--- config.mk ---
export PLATFORM = sky130hd
export DESIGN_NAME = dpb_bridge
export DESIGN_NICKNAME = d
export VERILOG_FILES = /design/src/hw/dpb_bridge.v
export VERILOG_INCLUDE_DIRS = /design/src /design/src/hw
export SDC_FILE = /design/constraint.sdc
export NUM_CORES = 1
export LEC_CHECK = 0
export BUFFER_PORTS_ARGS = -buffer_cell sky130_fd_sc_hd__buf_2
export CORE_MARGIN = 2
export CORE_UTILIZATION = 55
export CTS_CLUSTER_SIZE = 14
export DETAILED_ROUTE_END_ITERATION = 16
export GPL_TIMING_DRIVEN = 0
export PLACE_DENSITY = 0.76
export SKIP_CTS_REPAIR_TIMING = 1
export SYNTH_ARGS = -nofsm -noshare
export SYNTH_HDL_FRONTEND = slang
export SYNTH_HIERARCHICAL = 1
export SYNTH_SLANG_ARGS = --single-unit
--- constraint.sdc ---
create_clock -name sys_clk -period 5.1 [get_ports sys_clk]
set_input_delay 0.255 -clock sys_clk [delete_from_list [all_inputs] [get_ports sys_clk]]
set_output_delay 0.255 -clock sys_clk [all_outputs]
set_load 0.01 [all_outputs]
--- src/hw/dpb_map.vh ---
// constants for the dma port bridge: lengths, sizes, field positions, counts
// assumes a 32-bit byte address with longword-aligned dma requests
// Contract
// - dma writes to io space end with error
// - dma reads to io space end with error
// - lw/qw write as quad, hw/ow as octa
// - masked or unmasked form passes through
// - write latches buffer, invalidates read buffer
// - bus request only after all write data
// - prefetch enlarges read length per table
// - same hexaword, all valid: answer from buffer
// - clear valid bit as each longword goes
// - miss invalidates buffer and forwards read
// - same hexaword, prefetch outstanding: wait, answer
// - read hitting pending write hexaword waits
// - lock read flushes pending write first
// - reads served before pending writes
// - forwarded longword read raises bus priority
// - priority held for hold period after return
// - following write drops priority on completion
// - following longword read restarts hold period
// - following quadword read drops priority at issue
// - returned data buffered, unrequested kept prefetch
// - write, lock, bridge io invalidate prefetch
`ifndef DPB_MAP_VH
`define DPB_MAP_VH
// peripheral request lengths
`define DPB_LEN_LW 2'h0
`define DPB_LEN_QW 2'h1
`define DPB_LEN_HW 2'h2
`define DPB_LEN_OW 2'h3
// system bus transfer sizes
`define DPB_SZ_QUAD 2'h0
`define DPB_SZ_OCTA 2'h1
`define DPB_SZ_HEXA 2'h2
// address field positions
`define DPB_HEX_LSB 5
`define DPB_QW_LSB 3
`define DPB_LW_LSB 2
// timing counts and buffer shape
`define DPB_HOLD_CYC 16
`define DPB_FIFO_DEPTH 16
`define DPB_FIFO_W 36
`endif

--- src/hw/dpb_bridge.v ---
// dma path of one peripheral port: write buffer with data fifo, read prefetch
// buffer, system bus sequencer and priority raise; instantiate once per port
// assumes requester and memory side are logic on sys_clk
`timescale 1ns/1ns
`include "dpb_map.vh"

module dpb_fifo #(
  parameter W = 36,
  parameter D = 16,
  parameter AW = 4
) (
  // clock and reset
  input wire sys_clk,
  input wire sys_rst,
  // fill side
  input wire inValid,
  output reg inReady,
  input wire [W-1:0] inData,
  // drain side
  output reg outValid,
  input wire outReady,
  output wire [W-1:0] outData,
  output reg [AW:0] level
);
  localparam [AW:0] FULL = D;
  reg [W-1:0] mem [0:D-1];
  reg [AW-1:0] wp_r;
  reg [AW-1:0] rp_r;
  wire push = inValid && inReady;
  wire pop = outValid && outReady;
  wire [AW:0] levelNxt = level + {{AW{1'b0}}, push} - {{AW{1'b0}}, pop};

  assign outData = mem[rp_r];

  // pointers, level and registered full/empty flags
  always @(posedge sys_clk) begin
    if (sys_rst) begin
      wp_r <= {AW{1'b0}};
      rp_r <= {AW{1'b0}};
      level <= {(AW+1){1'b0}};
      inReady <= 1'b0;
      outValid <= 1'b0;
    end else begin
      if (push) begin
        wp_r <= wp_r + {{(AW-1){1'b0}}, 1'b1};
      end
      if (pop) begin
        rp_r <= rp_r + {{(AW-1){1'b0}}, 1'b1};
      end
      level <= levelNxt;
      inReady <= levelNxt != FULL;
      outValid <= levelNxt != {(AW+1){1'b0}};
    end
  end

  // storage
  always @(posedge sys_clk) begin
    if (push) begin
      mem[wp_r] <= inData;
    end
  end
endmodule // dpb_fifo

module dpb_bridge #(
  parameter AW = 32,
  parameter PRIO_RAISE = 1,
  parameter [15:0] HOLD_CYC = `DPB_HOLD_CYC,
  parameter FIFO_DEPTH = `DPB_FIFO_DEPTH,
  parameter FIFO_AW = 4
) (
  // clock and reset
  input wire sys_clk,
  input wire sys_rst,
  // peripheral request
  input wire reqValid,
  output reg reqReady_r,
  input wire reqWrite,
  input wire reqLock,
  input wire reqIo,
  input wire [1:0] reqLen,
  input wire [AW-1:0] reqAddr,
  input wire reqMasked,
  // peripheral write data
  input wire wdValid,
  output wire wdReady,
  input wire [31:0] wdData,
  input wire [3:0] wdMask,
  // peripheral answers
  output reg rdValid_r,
  output reg [31:0] rdData_r,
  output reg rdDone_r,
  output reg wrDone_r,
  output reg portErrorN_r,
  // bridge-side controls
  input wire ioTxn,
  input wire prefetchEn,
  // system bus master
  output reg sbReq_r,
  input wire sbGnt,
  output reg sbCmdValid_r,
  output reg sbCmdWrite_r,
  output reg sbCmdLock_r,
  output reg [1:0] sbCmdSize_r,
  output reg [AW-1:0] sbAddr_r,
  output reg sbMasked_r,
  output reg sbWdValid_r,
  output reg [31:0] sbWdData_r,
  output reg [3:0] sbWdMask_r,
  input wire sbRdValid,
  input wire [63:0] sbRdData,
  // arbiter priority raise
  output reg dmaPriorityRaiseN_r
);
  localparam [2:0] ST_IDLE = 3'h0;
  localparam [2:0] ST_CHK = 3'h1;
  localparam [2:0] ST_WAITW = 3'h2;
  localparam [2:0] ST_FWD = 3'h3;
  localparam [2:0] ST_SERVE = 3'h4;
  localparam [2:0] ST_WREQ = 3'h5;
  localparam [2:0] ST_WDATA = 3'h6;

  // longwords asked for, as a mask over the hexaword
  function [7:0] needMask;
    input [2:0] idx;
    input [1:0] len;
    reg [11:0] m;
    begin
      case (len)
        `DPB_LEN_LW: m = 12'h001;
        `DPB_LEN_QW: m = 12'h003;
        `DPB_LEN_HW: m = 12'h007;
        default: m = 12'h00f;
      endcase
      m = m << idx;
      needMask = m[7:0];
    end
  endfunction

  function [2:0] lwCount;
    input [1:0] len;
    begin
      lwCount = {1'b0, len} + 3'h1;
    end
  endfunction

  // system read size, enlarged when prefetching
  function [1:0] readSize;
    input [1:0] len;
    input pf;
    begin
      if (pf) begin
        case (len)
          `DPB_LEN_LW: readSize = `DPB_SZ_QUAD;
          `DPB_LEN_QW: readSize = `DPB_SZ_OCTA;
          `DPB_LEN_HW: readSize = `DPB_SZ_OCTA;
          default: readSize = `DPB_SZ_HEXA;
        endcase
      end else begin
        readSize = len[1] ? `DPB_SZ_OCTA : `DPB_SZ_QUAD;
      end
    end
  endfunction

  reg [2:0] state_r;
  reg [2:0] wRet_r;
  reg curWrite_r;
  reg curLock_r;
  reg curIo_r;
  reg [1:0] curLen_r;
  reg [AW-1:0] curAddr_r;
  reg curMasked_r;
  reg [AW-6:0] lastHex_r;
  reg lastHexV_r;
  reg [31:0] rbufMem [0:7];
  reg [7:0] valid_r;
  reg pfBusy_r;
  reg pfStale_r;
  reg [1:0] pfQuad_r;
  reg [1:0] pfMask_r;
  reg [2:0] pfLeft_r;
  reg [2:0] srvIdx_r;
  reg [2:0] srvLeft_r;
  reg wbufPend_r;
  reg wAck_r;
  reg [AW-1:0] wAddr_r;
  reg [1:0] wLen_r;
  reg wMasked_r;
  reg [1:0] wSlot_r;
  reg lwOut_r;
  reg holding_r;
  reg [15:0] holdCnt_r;
  reg [7:0] validNxt;

  wire [FIFO_AW:0] fifoLevel;
  wire [35:0] fifoOut;
  wire fifoOutValid;

  // read-side decode
  wire [AW-6:0] curHex = curAddr_r[AW-1:`DPB_HEX_LSB];
  wire sameHex = lastHexV_r && (curHex == lastHex_r);
  wire [7:0] need = needMask(curAddr_r[`DPB_HEX_LSB-1:`DPB_LW_LSB], curLen_r);
  wire hit = sameHex && ((valid_r & need) == need);
  wire wHexHit = wbufPend_r && (wAddr_r[AW-1:`DPB_HEX_LSB] == curHex);
  wire [1:0] rSize = readSize(curLen_r, prefetchEn);
  wire [2:0] rQuads = 3'h1 << rSize;
  wire [2:0] rQm1 = rQuads - 3'h1;
  wire isChk = state_r == ST_CHK;
  wire chkRead = isChk && !curIo_r && !curWrite_r;
  wire chkWrite = isChk && !curIo_r && curWrite_r && !wbufPend_r;
  wire chkLock = chkRead && curLock_r;
  wire chkWait = sameHex && pfBusy_r;
  wire chkMiss = chkRead && !curLock_r && !hit && !chkWait && !wHexHit;
  wire fwdGo = state_r == ST_FWD && sbReq_r && sbGnt;

  // write-side decode
  wire [2:0] wCnt = lwCount(wLen_r);
  wire wDataIn = wbufPend_r && (fifoLevel >= {{(FIFO_AW-2){1'b0}}, wCnt});
  wire [1:0] wLast = wLen_r[1] ? 2'h3 : 2'h1;
  wire [2:0] wOff = {1'b0, wAddr_r[3:2] & wLast};
  wire [2:0] wSlot3 = {1'b0, wSlot_r};
  wire wSlotUse = (wSlot3 >= wOff) && (wSlot3 < wOff + wCnt);
  wire fifoPop = state_r == ST_WDATA && wSlotUse && fifoOutValid;
  wire wrDoneNow = wbufPend_r && !wAck_r && wDataIn;

  // return and buffer bookkeeping
  wire inv = ioTxn || chkWrite || chkLock || chkMiss;
  wire rdAccept = sbRdValid && pfBusy_r;
  wire retDone = rdAccept && (pfLeft_r == 3'h1);
  wire retKeep = rdAccept && !pfStale_r && !inv;
  wire [7:0] retSet = retKeep ? (8'h03 << {pfQuad_r, 1'b0}) : 8'h00;
  wire srvGo = state_r == ST_SERVE && valid_r[srvIdx_r];
  wire [7:0] srvClr = srvGo ? (8'h01 << srvIdx_r) : 8'h00;

  dpb_fifo #(
    .W(`DPB_FIFO_W),
    .D(FIFO_DEPTH),
    .AW(FIFO_AW)
  ) uFifo (
    .sys_clk(sys_clk),
    .sys_rst(sys_rst),
    .inValid(wdValid),
    .inReady(wdReady),
    .inData({wdMask, wdData}),
    .outValid(fifoOutValid),
    .outReady(fifoPop),
    .outData(fifoOut),
    .level(fifoLevel)
  );

  // valid bits: serve clears, invalidation wipes, a returning quad sets
  always @* begin
    validNxt = valid_r & ~srvClr;
    if (inv) begin
      validNxt = 8'h00;
    end
    validNxt = validNxt | retSet;
  end

  // read buffer storage, requested quadword lands first
  always @(posedge sys_clk) begin
    if (retKeep) begin
      rbufMem[{pfQuad_r, 1'b0}] <= sbRdData[31:0];
      rbufMem[{pfQuad_r, 1'b1}] <= sbRdData[63:32];
    end
  end

  // prefetch return tracking
  always @(posedge sys_clk) begin
    if (sys_rst) begin
      valid_r <= 8'h00;
      pfBusy_r <= 1'b0;
      pfStale_r <= 1'b0;
      pfQuad_r <= 2'h0;
      pfMask_r <= 2'h0;
      pfLeft_r <= 3'h0;
    end else begin
      valid_r <= validNxt;
      if (inv && pfBusy_r) begin
        pfStale_r <= 1'b1; // late quads of an invalidated fetch are dropped
      end
      if (fwdGo) begin
        pfBusy_r <= 1'b1;
        pfStale_r <= 1'b0;
        pfQuad_r <= curAddr_r[`DPB_HEX_LSB-1:`DPB_QW_LSB];
        pfMask_r <= rQm1[1:0];
        pfLeft_r <= rQuads;
      end else if (rdAccept) begin
        pfQuad_r <= (pfQuad_r & ~pfMask_r) | ((pfQuad_r + 2'h1) & pfMask_r);
        pfLeft_r <= pfLeft_r - 3'h1;
        if (retDone) begin
          pfBusy_r <= 1'b0;
          pfStale_r <= 1'b0;
        end
      end
    end
  end

  // request sequencer and system bus master
  always @(posedge sys_clk) begin
    if (sys_rst) begin
      state_r <= ST_IDLE;
      wRet_r <= ST_IDLE;
      reqReady_r <= 1'b0;
      curWrite_r <= 1'b0;
      curLock_r <= 1'b0;
      curIo_r <= 1'b0;
      curLen_r <= 2'h0;
      curAddr_r <= {AW{1'b0}};
      curMasked_r <= 1'b0;
      lastHex_r <= {(AW-5){1'b0}};
      lastHexV_r <= 1'b0;
      srvIdx_r <= 3'h0;
      srvLeft_r <= 3'h0;
      wbufPend_r <= 1'b0;
      wAck_r <= 1'b0;
      wAddr_r <= {AW{1'b0}};
      wLen_r <= 2'h0;
      wMasked_r <= 1'b0;
      wSlot_r <= 2'h0;
      rdValid_r <= 1'b0;
      rdData_r <= 32'h00000000;
      rdDone_r <= 1'b0;
      wrDone_r <= 1'b0;
      portErrorN_r <= 1'b1;
      sbReq_r <= 1'b0;
      sbCmdValid_r <= 1'b0;
      sbCmdWrite_r <= 1'b0;
      sbCmdLock_r <= 1'b0;
      sbCmdSize_r <= 2'h0;
      sbAddr_r <= {AW{1'b0}};
      sbMasked_r <= 1'b0;
      sbWdValid_r <= 1'b0;
      sbWdData_r <= 32'h00000000;
      sbWdMask_r <= 4'h0;
    end else begin
      rdValid_r <= 1'b0;
      rdDone_r <= 1'b0;
      wrDone_r <= 1'b0;
      portErrorN_r <= 1'b1;
      sbCmdValid_r <= 1'b0;
      sbWdValid_r <= 1'b0;
      // peripheral side sees the write done once all data is held
      if (wrDoneNow) begin
        wrDone_r <= 1'b1;
        wAck_r <= 1'b1;
      end
      case (state_r)
        ST_IDLE: begin
          if (reqValid && reqReady_r) begin
            reqReady_r <= 1'b0;
            curWrite_r <= reqWrite;
            curLock_r <= reqLock;
            curIo_r <= reqIo;
            curLen_r <= reqLen;
            curAddr_r <= reqAddr;
            curMasked_r <= reqMasked;
            state_r <= ST_CHK;
          end else if (wDataIn) begin
            reqReady_r <= 1'b0;
            wRet_r <= ST_IDLE;
            state_r <= ST_WREQ;
          end else begin
            reqReady_r <= 1'b1;
          end
        end
        ST_CHK: begin
          srvIdx_r <= curAddr_r[`DPB_HEX_LSB-1:`DPB_LW_LSB];
          srvLeft_r <= lwCount(curLen_r);
          if (curIo_r) begin
            portErrorN_r <= 1'b0;
            reqReady_r <= 1'b1;
            state_r <= ST_IDLE;
          end else if (curWrite_r) begin
            if (wbufPend_r) begin
              state_r <= ST_WAITW;
            end else begin
              wbufPend_r <= 1'b1;
              wAck_r <= 1'b0;
              wAddr_r <= curAddr_r;
              wLen_r <= curLen_r;
              wMasked_r <= curMasked_r;
              reqReady_r <= 1'b1;
              state_r <= ST_IDLE;
            end
          end else if (curLock_r) begin
            state_r <= wbufPend_r ? ST_WAITW : ST_FWD;
          end else if (hit) begin
            lastHex_r <= curHex;
            state_r <= ST_SERVE;
          end else if (chkWait) begin
            state_r <= ST_CHK;
          end else if (wHexHit) begin
            state_r <= ST_WAITW;
          end else begin
            state_r <= ST_FWD;
          end
        end
        ST_WAITW: begin
          if (!wbufPend_r) begin
            state_r <= ST_CHK;
          end else if (wDataIn) begin
            wRet_r <= ST_WAITW;
            state_r <= ST_WREQ;
          end
        end
        ST_FWD: begin
          if (fwdGo) begin
            sbReq_r <= 1'b0;
            sbCmdValid_r <= 1'b1;
            sbCmdWrite_r <= 1'b0;
            sbCmdLock_r <= curLock_r;
            sbCmdSize_r <= rSize;
            sbAddr_r <= {curAddr_r[AW-1:`DPB_QW_LSB], 3'h0};
            sbMasked_r <= 1'b0;
            lastHex_r <= curHex;
            lastHexV_r <= 1'b1;
            state_r <= ST_SERVE;
          end else if (!pfBusy_r) begin
            sbReq_r <= 1'b1;
          end
        end
        ST_SERVE: begin
          if (srvGo) begin
            rdValid_r <= 1'b1;
            rdData_r <= rbufMem[srvIdx_r];
            srvIdx_r <= srvIdx_r + 3'h1;
            srvLeft_r <= srvLeft_r - 3'h1;
            if (srvLeft_r == 3'h1) begin
              rdDone_r <= 1'b1;
              reqReady_r <= 1'b1;
              state_r <= ST_IDLE;
            end
          end
        end
        ST_WREQ: begin
          if (sbReq_r && sbGnt) begin
            sbReq_r <= 1'b0;
            sbCmdValid_r <= 1'b1;
            sbCmdWrite_r <= 1'b1;
            sbCmdLock_r <= 1'b0;
            sbCmdSize_r <= wLen_r[1] ? `DPB_SZ_OCTA : `DPB_SZ_QUAD;
            sbAddr_r <= wLen_r[1] ? {wAddr_r[AW-1:4], 4'h0} : {wAddr_r[AW-1:3], 3'h0};
            sbMasked_r <= wMasked_r;
            wSlot_r <= 2'h0;
            state_r <= ST_WDATA;
          end else begin
            sbReq_r <= 1'b1;
          end
        end
        ST_WDATA: begin
          // slots outside the written longwords go out with a null mask
          sbWdValid_r <= 1'b1;
          sbWdData_r <= fifoPop ? fifoOut[31:0] : 32'h00000000;
          sbWdMask_r <= fifoPop ? fifoOut[35:32] : 4'h0;
          wSlot_r <= wSlot_r + 2'h1;
          if (wSlot_r == wLast) begin
            wbufPend_r <= 1'b0;
            reqReady_r <= wRet_r == ST_IDLE;
            state_r <= wRet_r;
          end
        end
        default: begin
          state_r <= ST_IDLE;
        end
      endcase
    end
  end

  // priority raise toward the system bus arbiter
  always @(posedge sys_clk) begin
    if (sys_rst) begin
      dmaPriorityRaiseN_r <= 1'b1;
      lwOut_r <= 1'b0;
      holding_r <= 1'b0;
      holdCnt_r <= 16'h0000;
    end else if (PRIO_RAISE != 0) begin
      if (fwdGo && curLen_r == `DPB_LEN_LW) begin
        dmaPriorityRaiseN_r <= 1'b0;
        lwOut_r <= 1'b1;
        holding_r <= 1'b0;
      end else if (fwdGo && curLen_r == `DPB_LEN_QW) begin
        dmaPriorityRaiseN_r <= 1'b1;
        holding_r <= 1'b0;
      end else if (wrDoneNow) begin
        dmaPriorityRaiseN_r <= 1'b1;
        holding_r <= 1'b0;
      end else if (retDone && lwOut_r) begin
        lwOut_r <= 1'b0;
        holding_r <= 1'b1;
        holdCnt_r <= HOLD_CYC;
      end else if (holding_r) begin
        if (holdCnt_r <= 16'h0001) begin
          dmaPriorityRaiseN_r <= 1'b1;
          holding_r <= 1'b0;
        end else begin
          holdCnt_r <= holdCnt_r - 16'h0001;
        end
      end
    end
  end
endmodule // dpb_bridge

Word level (Yosys, flattened, before mapping)

Memory sizes are Yosys's and may differ from the RTL's. A register that Yosys moved wholly into a read port is not among the register bits.
Index checks and enable logic that the tools add are counted.

Add/subtract/negate cells: 14
$lt $le $gt $ge: 5
Equality and inequality tests: 36
Shift-type cells: 4
Muxes and demuxes: 124
Bitwise logic cells: 17
Reductions and logical operators: 87

Operator list:

| cell                                                             | number |
|---|---|
| 2-to-1 mux 27 bit                                                | 5 |
| 2-to-1 mux 32 bit                                                | 3 |
| case mux 32 bit (2 select lines)                                 | 1 |
| 2-to-1 mux 3 bit                                                 | 20 |
| 2-to-1 mux 1 bit                                                 | 59 |
| equality test 27 bit                                             | 2 |
| case mux 27 bit (2 select lines)                                 | 1 |
| 2-to-1 mux 16 bit                                                | 3 |
| logical AND 1 bit                                                | 34 |
| inequality test 2 bit (second input constant)                    | 14 |
| 2-to-1 mux 8 bit                                                 | 3 |
| case mux 3 bit (7 select lines)                                  | 1 |
| nonzero test 2 bit                                               | 10 |
| 2-to-1 mux 2 bit                                                 | 9 |
| case mux 3 bit (2 select lines)                                  | 3 |
| bitwise AND 8 bit                                                | 2 |
| less-or-equal comparator 16 x 1 -> 1 bit (second input constant) | 1 |
| 2-to-1 mux 4 bit                                                 | 4 |
| subtractor 16 x 1 -> 16 bit (second input constant)              | 1 |
| AND reduction 5 bit                                              | 3 |
| AND reduction 2 bit                                              | 7 |
| case mux 1 bit (2 select lines)                                  | 6 |
| case mux 2 bit (2 select lines)                                  | 3 |
| case mux 4 bit (3 select lines)                                  | 1 |
| other kinds (48)                                                 | 91 |

Register bits after elaboration: 249
Memory bits (writable): 832
Input bits: 146
Logic and storage cells: 337
Memories kept: 2

Memory list:

| memory    | words | width | rd ports | clocked after Yosys merged registers in | write ports | line             | source |
|---|---|---|---|---|---|---|---|
| uFifo.mem | 16    | 36    | 1        | 1                                       | 1           | dpb_bridge.v:26  | `reg [W-1:0] mem [0:D-1];` |
| rbufMem   | 8     | 32    | 1        | 1                                       | 2           | dpb_bridge.v:174 | `reg [31:0] rbufMem [0:7];` |

Depth between registers and ports, before layout

Word-level depth: 15
Depth in mapped cells: 19
Mapped depth without buffers: 18

By module

Netlist, hierarchy kept.

Modules (own cells, without submodules):

| module     | times used | cells an instance | area an instance (sq um) | seq. area each (sq um) |
|---|---|---|---|---|
| dpb_fifo   | 1          | 996               | 22434.0                  | 17677.0 |
| dpb_bridge | 1          | 1810              | 21330.5                  | 12832.3 |

Worst setup path before layout

OpenSTA, ideal clock, no wires.

Path kind: reg2reg
From: register curLen_r[0]
To: memory rbufMem[0][0] (enable)
Setup time: 487 ps
Arrival time: 4571 ps
Data required time: 4613 ps
Setup slack: 43 ps
Cell stages (with the launch flop): 10
Path buffers: 0
Cell sequence: dfxtp_1 > inv_1 > ha_1 > nor3_4 > nor3_1 > a211o_1 > o22ai_1 > and3_1 > o211ai_4 > nor2_1

RTL lines:

| what                     | line             | source |
|---|---|---|
| start: declaration       | dpb_bridge.v:169 | `reg [1:0] curLen_r;` |
| start signal: assignment | dpb_bridge.v:354 | `curLen_r <= reqLen;` |
| end: declaration         | dpb_bridge.v:174 |  |

Worst setup path in the final report

From: register wLen_r[1]
To: register uFifo.inReady

Word-level cells in the longest chain between the ends: 10

RTL lines:

| what                                                         | line             | source |
|---|---|---|
| start: declaration                                           | dpb_bridge.v:186 | `reg [1:0] wLen_r;` |
| start signal: assignment                                     | dpb_bridge.v:380 | `wLen_r <= curLen_r;` |
| branches (longest 4 deep; another with adder 2 x 1 -> 3 bit) | n/a              |  |
| logical AND 1 bit *                                          | dpb_bridge.v:221 | `wire wSlotUse = (wSlot3 >= wOff) && (wSlot3 < wOff + wCnt);` |
| logical AND 1 bit * (2 in series)                            | dpb_bridge.v:222 | `wire fifoPop = state_r == ST_WDATA && wSlotUse && fifoOutValid;` |
| net fifoPop                                                  | dpb_bridge.v:222 |  |
| logical AND 1 bit *                                          | dpb_bridge.v:30  | `wire pop = outValid && outReady;` |
| subtractor 5 x 1 -> 5 bit *                                  | dpb_bridge.v:31  | `wire [AW:0] levelNxt = level + {{AW{1'b0}}, push} - {{AW{1'b0}}, pop};` |
| inequality test 5 bit *                                      | dpb_bridge.v:51  | `inReady <= levelNxt != FULL;` |
| end signal: assignment                                       | dpb_bridge.v:41  | `inReady <= 1'b0;` |
| end signal: assignment                                       | dpb_bridge.v:51  |  |
| end: declaration                                             | dpb_bridge.v:17  | `output reg inReady,` |

Mark *: on every way through the listed nets, which the timed path passes.
A chain may end at the register's enable or synchronous reset.

==> key figures <==
Outcome
  – Status: finished clean

Die
  – Die footprint: 81800 sq um
  – I/O Pins: 261
  – Initial Util: 55.5%
  – Die Width: 286 um
  – Area of the core: 78900 sq um
  – Rows: 103
  – Die height: 286 um

Power and ir drop
  – Power Internal: 0.0151 W
  – Total Power: 0.0199 W
  – Net Sw Power: 0.00479 W
  – Logic pwr share: 10.1%
  – Sw frac: 24.1%
  – Seq pwr share: 50.2%
  – P_leak: 17.4 nW
  – Max IR drop VDD: 322 uV
  – Power Dens Cells: 381 nW/um^2
  – Clock Power Share: 39.7%

STA
  – Worst Max-Slew Pin Slew: 1.14 ns
  – Final min period: 4.58 ns
  – Rel. slew slack: 23.9%
  – FMAX: 218 MHz
  – Final Setup Violations: 0
  – Final hold violation count: 0
  – Unrepaired setup endpoints after global routing: false
  – Max-slew violation count: 0
  – Final Cycle Share: 89.9%
  – Fin Clk Skew: 0.0555 ns
  – Min setup slack post-route: 0.515 ns

Routing
  – Antenna-violating nets left: 0
  – Post-route DRC: 0
  – Initial DRC count: 2914
  – Drt total wl: 116 mm
  – Pre-antenna DRT Iters: 5
  – DR vias: 27600
  – Average wire per standard cell: 25.7 um
  – Vias/cell: 6.13

Worst setup path
  – R2r endpoint: uFifo/inReady
  – CP startpoint kind: flip-flop
  – R2r setup slk: 0.52 ns
  – Worst Path Class, Setup: flip-flop to flip-flop
  – Worst reg-to-reg path cell count: 18
  – CP Max Fanout: 13
  – R2r startpoint: wLen_r[1]
  – Req. time, crit path: 5.63 ns
  – CP endpoint kind: flip-flop
  – Critical path arrival: 5.11 ns

Logic synthesis
  – Seq cells post-synth: 1108
  – Area share of fa/ha/maj cells after synthesis: 1.18%
  – Compound-gate portion of the synthesized area: 5.46%
  – Post-synth EDFFs: 832
  – Cell variety after synth: 77
  – XOR/XNOR Fraction of Synth Area: 1.80%
  – Mapped Area: 43800 sq um
  – Post-synthesis cell count: 2806
  – Largest family of logic cells by synthesized area: multiplexers
  – Avg Synthesized Cell Area: 15.6 sq um
  – Sequential share of the synthesized area: 69.7%
  – Post-synthesis simple-gate area fraction: 7.49%
  – Multiplexer share of the synthesized area: 11.5%
  – Primary FF master, synth: edfxtp_1
  – FFs w/ async S/R, synth: 0%
  – Synth warnings: 6

Layout
  – Final core area utilization: 66.1%
  – Fin area: 52100 sq um
  – Filler cells: 5223
  – Layout cell share with drive strength beyond 1: 23.3%
  – Fin cells: 4497
  – Sequential Area: 30500 sq um
  – Most common cell after layout, fill and taps aside: edfxtp_1
  – P&R area growth vs syn: 19.1%
  – Final Net Count: 3536
  – Most frequent cells in the layout: edfxtp_1, nand2_1, buf_2
  – Multi-input logic area: 12200 sq um

Min path
  – Hold Startpoint: sbGnt
  – Hold Path End: sbReq_r
  – Worst Hold Class: input pin to flip-flop
  – WHS Path Cells: 4

Global route
  – Overall global routing resource usage: 27.3%
  – Antenna violations before repair: 3
  – Largest net degree at the start of global routing: 33
  – Global route total overflow: 0
  – First-pass GRT wire length: 167 mm
  – Vias in the first global route: 27100

Flow run
  – Max-Cap Viols: 0

CTS
  – Later-pin clock latency in the skew report: 0.69 ns
  – Clk slew on worst S/H paths: 0.06 ns
  – Htree depth: 3
  – Clock sinks: 1108
  – CTS buffer count: 107
  – CTS tree: built
  – Maximum clock insertion buffer count: 3
  – Root Driver: clkbuf_16

Placement
  – Buffers on Ports: 254
  – Post-place setup slack: 0.579 ns
  – Placed cell areas: 47200 sq um
  – Placed instance count: 4153
  – Post-DP HPWL: 73.9 mm
  – Routability cong.: 0.862
-- final cells by class --
| cell class | instances | area share (%) |
|---|---|---|
| Timing Repair Buffer | 433 | 6.44 |
| Antenna cell | 3 | 0.0144 |
| Multi-Input combinational cell | 1463 | 23.4 |
| Clock buffer | 155 | 5.75 |
| Buffer | 200 | 2.09 |
| Inverter | 37 | 0.266 |
| Clock inverter | 48 | 1.02 |
| Sequential cell | 1108 | 58.5 |
| Tap cell | 1050 | 2.52 |
-- flip-flops by register name, indices dropped and copies added (netlist names), 3 cells and up, named ones only --
signal       count
uFifo/mem      576
rbufMem        256
rdData_r        32
sbWdData_r      32
curAddr_r       30
wAddr_r         30
sbAddr_r        29
lastHex_r       27
holdCnt_r       16
valid_r          8
uFifo/level      5
sbWdMask_r       4
uFifo/rp_r       4
uFifo/wp_r       4
pfLeft_r         3
srvIdx_r         3
srvLeft_r        3
state_r          3
-- worst max path at each step --
| stage | endpoint | start | cells after the start | slack (ns) |
|---|---|---|---|---|
| 5_1_grt | uFifo/inReady | wLen_r[1] | 18 | 0.31 |
| 4_1_cts | uFifo/inReady | wLen_r[1] | 18 | 0.55 |
| 2_1_floorplan | rbufMem[0][0] | curLen_r[0] | 9 | 0.04 |
| 3_5_place_dp | uFifo/inReady | wLen_r[1] | 18 | 0.58 |
| 3_3_place_gp | rbufMem[0][8] | curLen_r[0] | 10 | -2.25 |
| 6_report | uFifo/inReady | wLen_r[1] | 18 | 0.52 |
-- cell usage after synthesis, types with 31 or more instances --
library cell	instances	share of area, %
xor2_1	39	0.78
xnor2_1	36	0.72
a311oi_1	63	1.3
nand3_1	42	0.48
edfxtp_1	832	57
nor2_1	202	1.7
inv_1	35	0.30
buf_2	44	0.50
nand2_1	386	3.3
a22oi_1	111	1.9
dfxtp_1	276	13
a21oi_1	111	1.3
mux2i_1	31	0.71
ha_1	38	1.1
clkbuf_1	103	0.88
mux4_2	210	11
-- stage by stage --
stage | TNS [ns] | hold slack [ns]
3_5_place_dp | 0 | 0.453
4_1_cts | 0 | -0.260
3_3_place_gp | -793.70 | 0.445
6_report | 0 | 0.0365
2_1_floorplan | 0 | 0.354
5_1_grt | 0 | 0.0449
-- metal layers --
| metal | wire [um] | up-vias | global-route usage [%] |
|---|---|---|---|
| met5 | 11 | - | 0 |
| li1 | - | 11800 | - |
| met4 | 3350 | 2 | 9.32 |
| met1 | 44500 | 14100 | 36.7 |
| met2 | 57700 | 1486 | 45.2 |
| met3 | 10100 | 232 | 5.16 |
-- logic make-up after synthesis --
group	Yosys count
xor gates and xnor gates	83
other	1
and+or+nand+nor	750
AOI/OAI and AO/OA	345
adders and majority gates	40
buffers and inverters	237
muxes	242
DFF	1108
-- power by group through the flow --
stage / combinational (W) / clock (W) / sequential [W]
3_5_place_dp: 0.00186 / 0 / 0.0102
5_1_grt: 0.00216 / 0.00831 / 0.00998
4_1_cts: 0.00188 / 0.00796 / 0.00997
3_3_place_gp: 0.00176 / 0 / 0.0102
2_1_floorplan: 0.00119 / 0 / 0.0101
6_report: 0.00201 / 0.00788 / 0.00997
-- worst max-delay path, stage by stage (launching register included) --
cell      delay (ns)
dfxtp_1         0.49
ha_1            0.30
inv_1           0.12
fa_1            0.41
ha_1            0.28
a21oi_1         0.12
nor2_1          0.08
nor4b_4         0.28
buf_6           0.23
buf_2           0.38
nand3_1         0.21
nand2_1         0.11
ha_1            0.16
inv_1           0.07
fa_1            0.44
nand2b_1        0.18
a21oi_1         0.18
xnor2_1         0.13
o31a_1          0.29
Note: power is estimated with default switching activity, not from simulation.
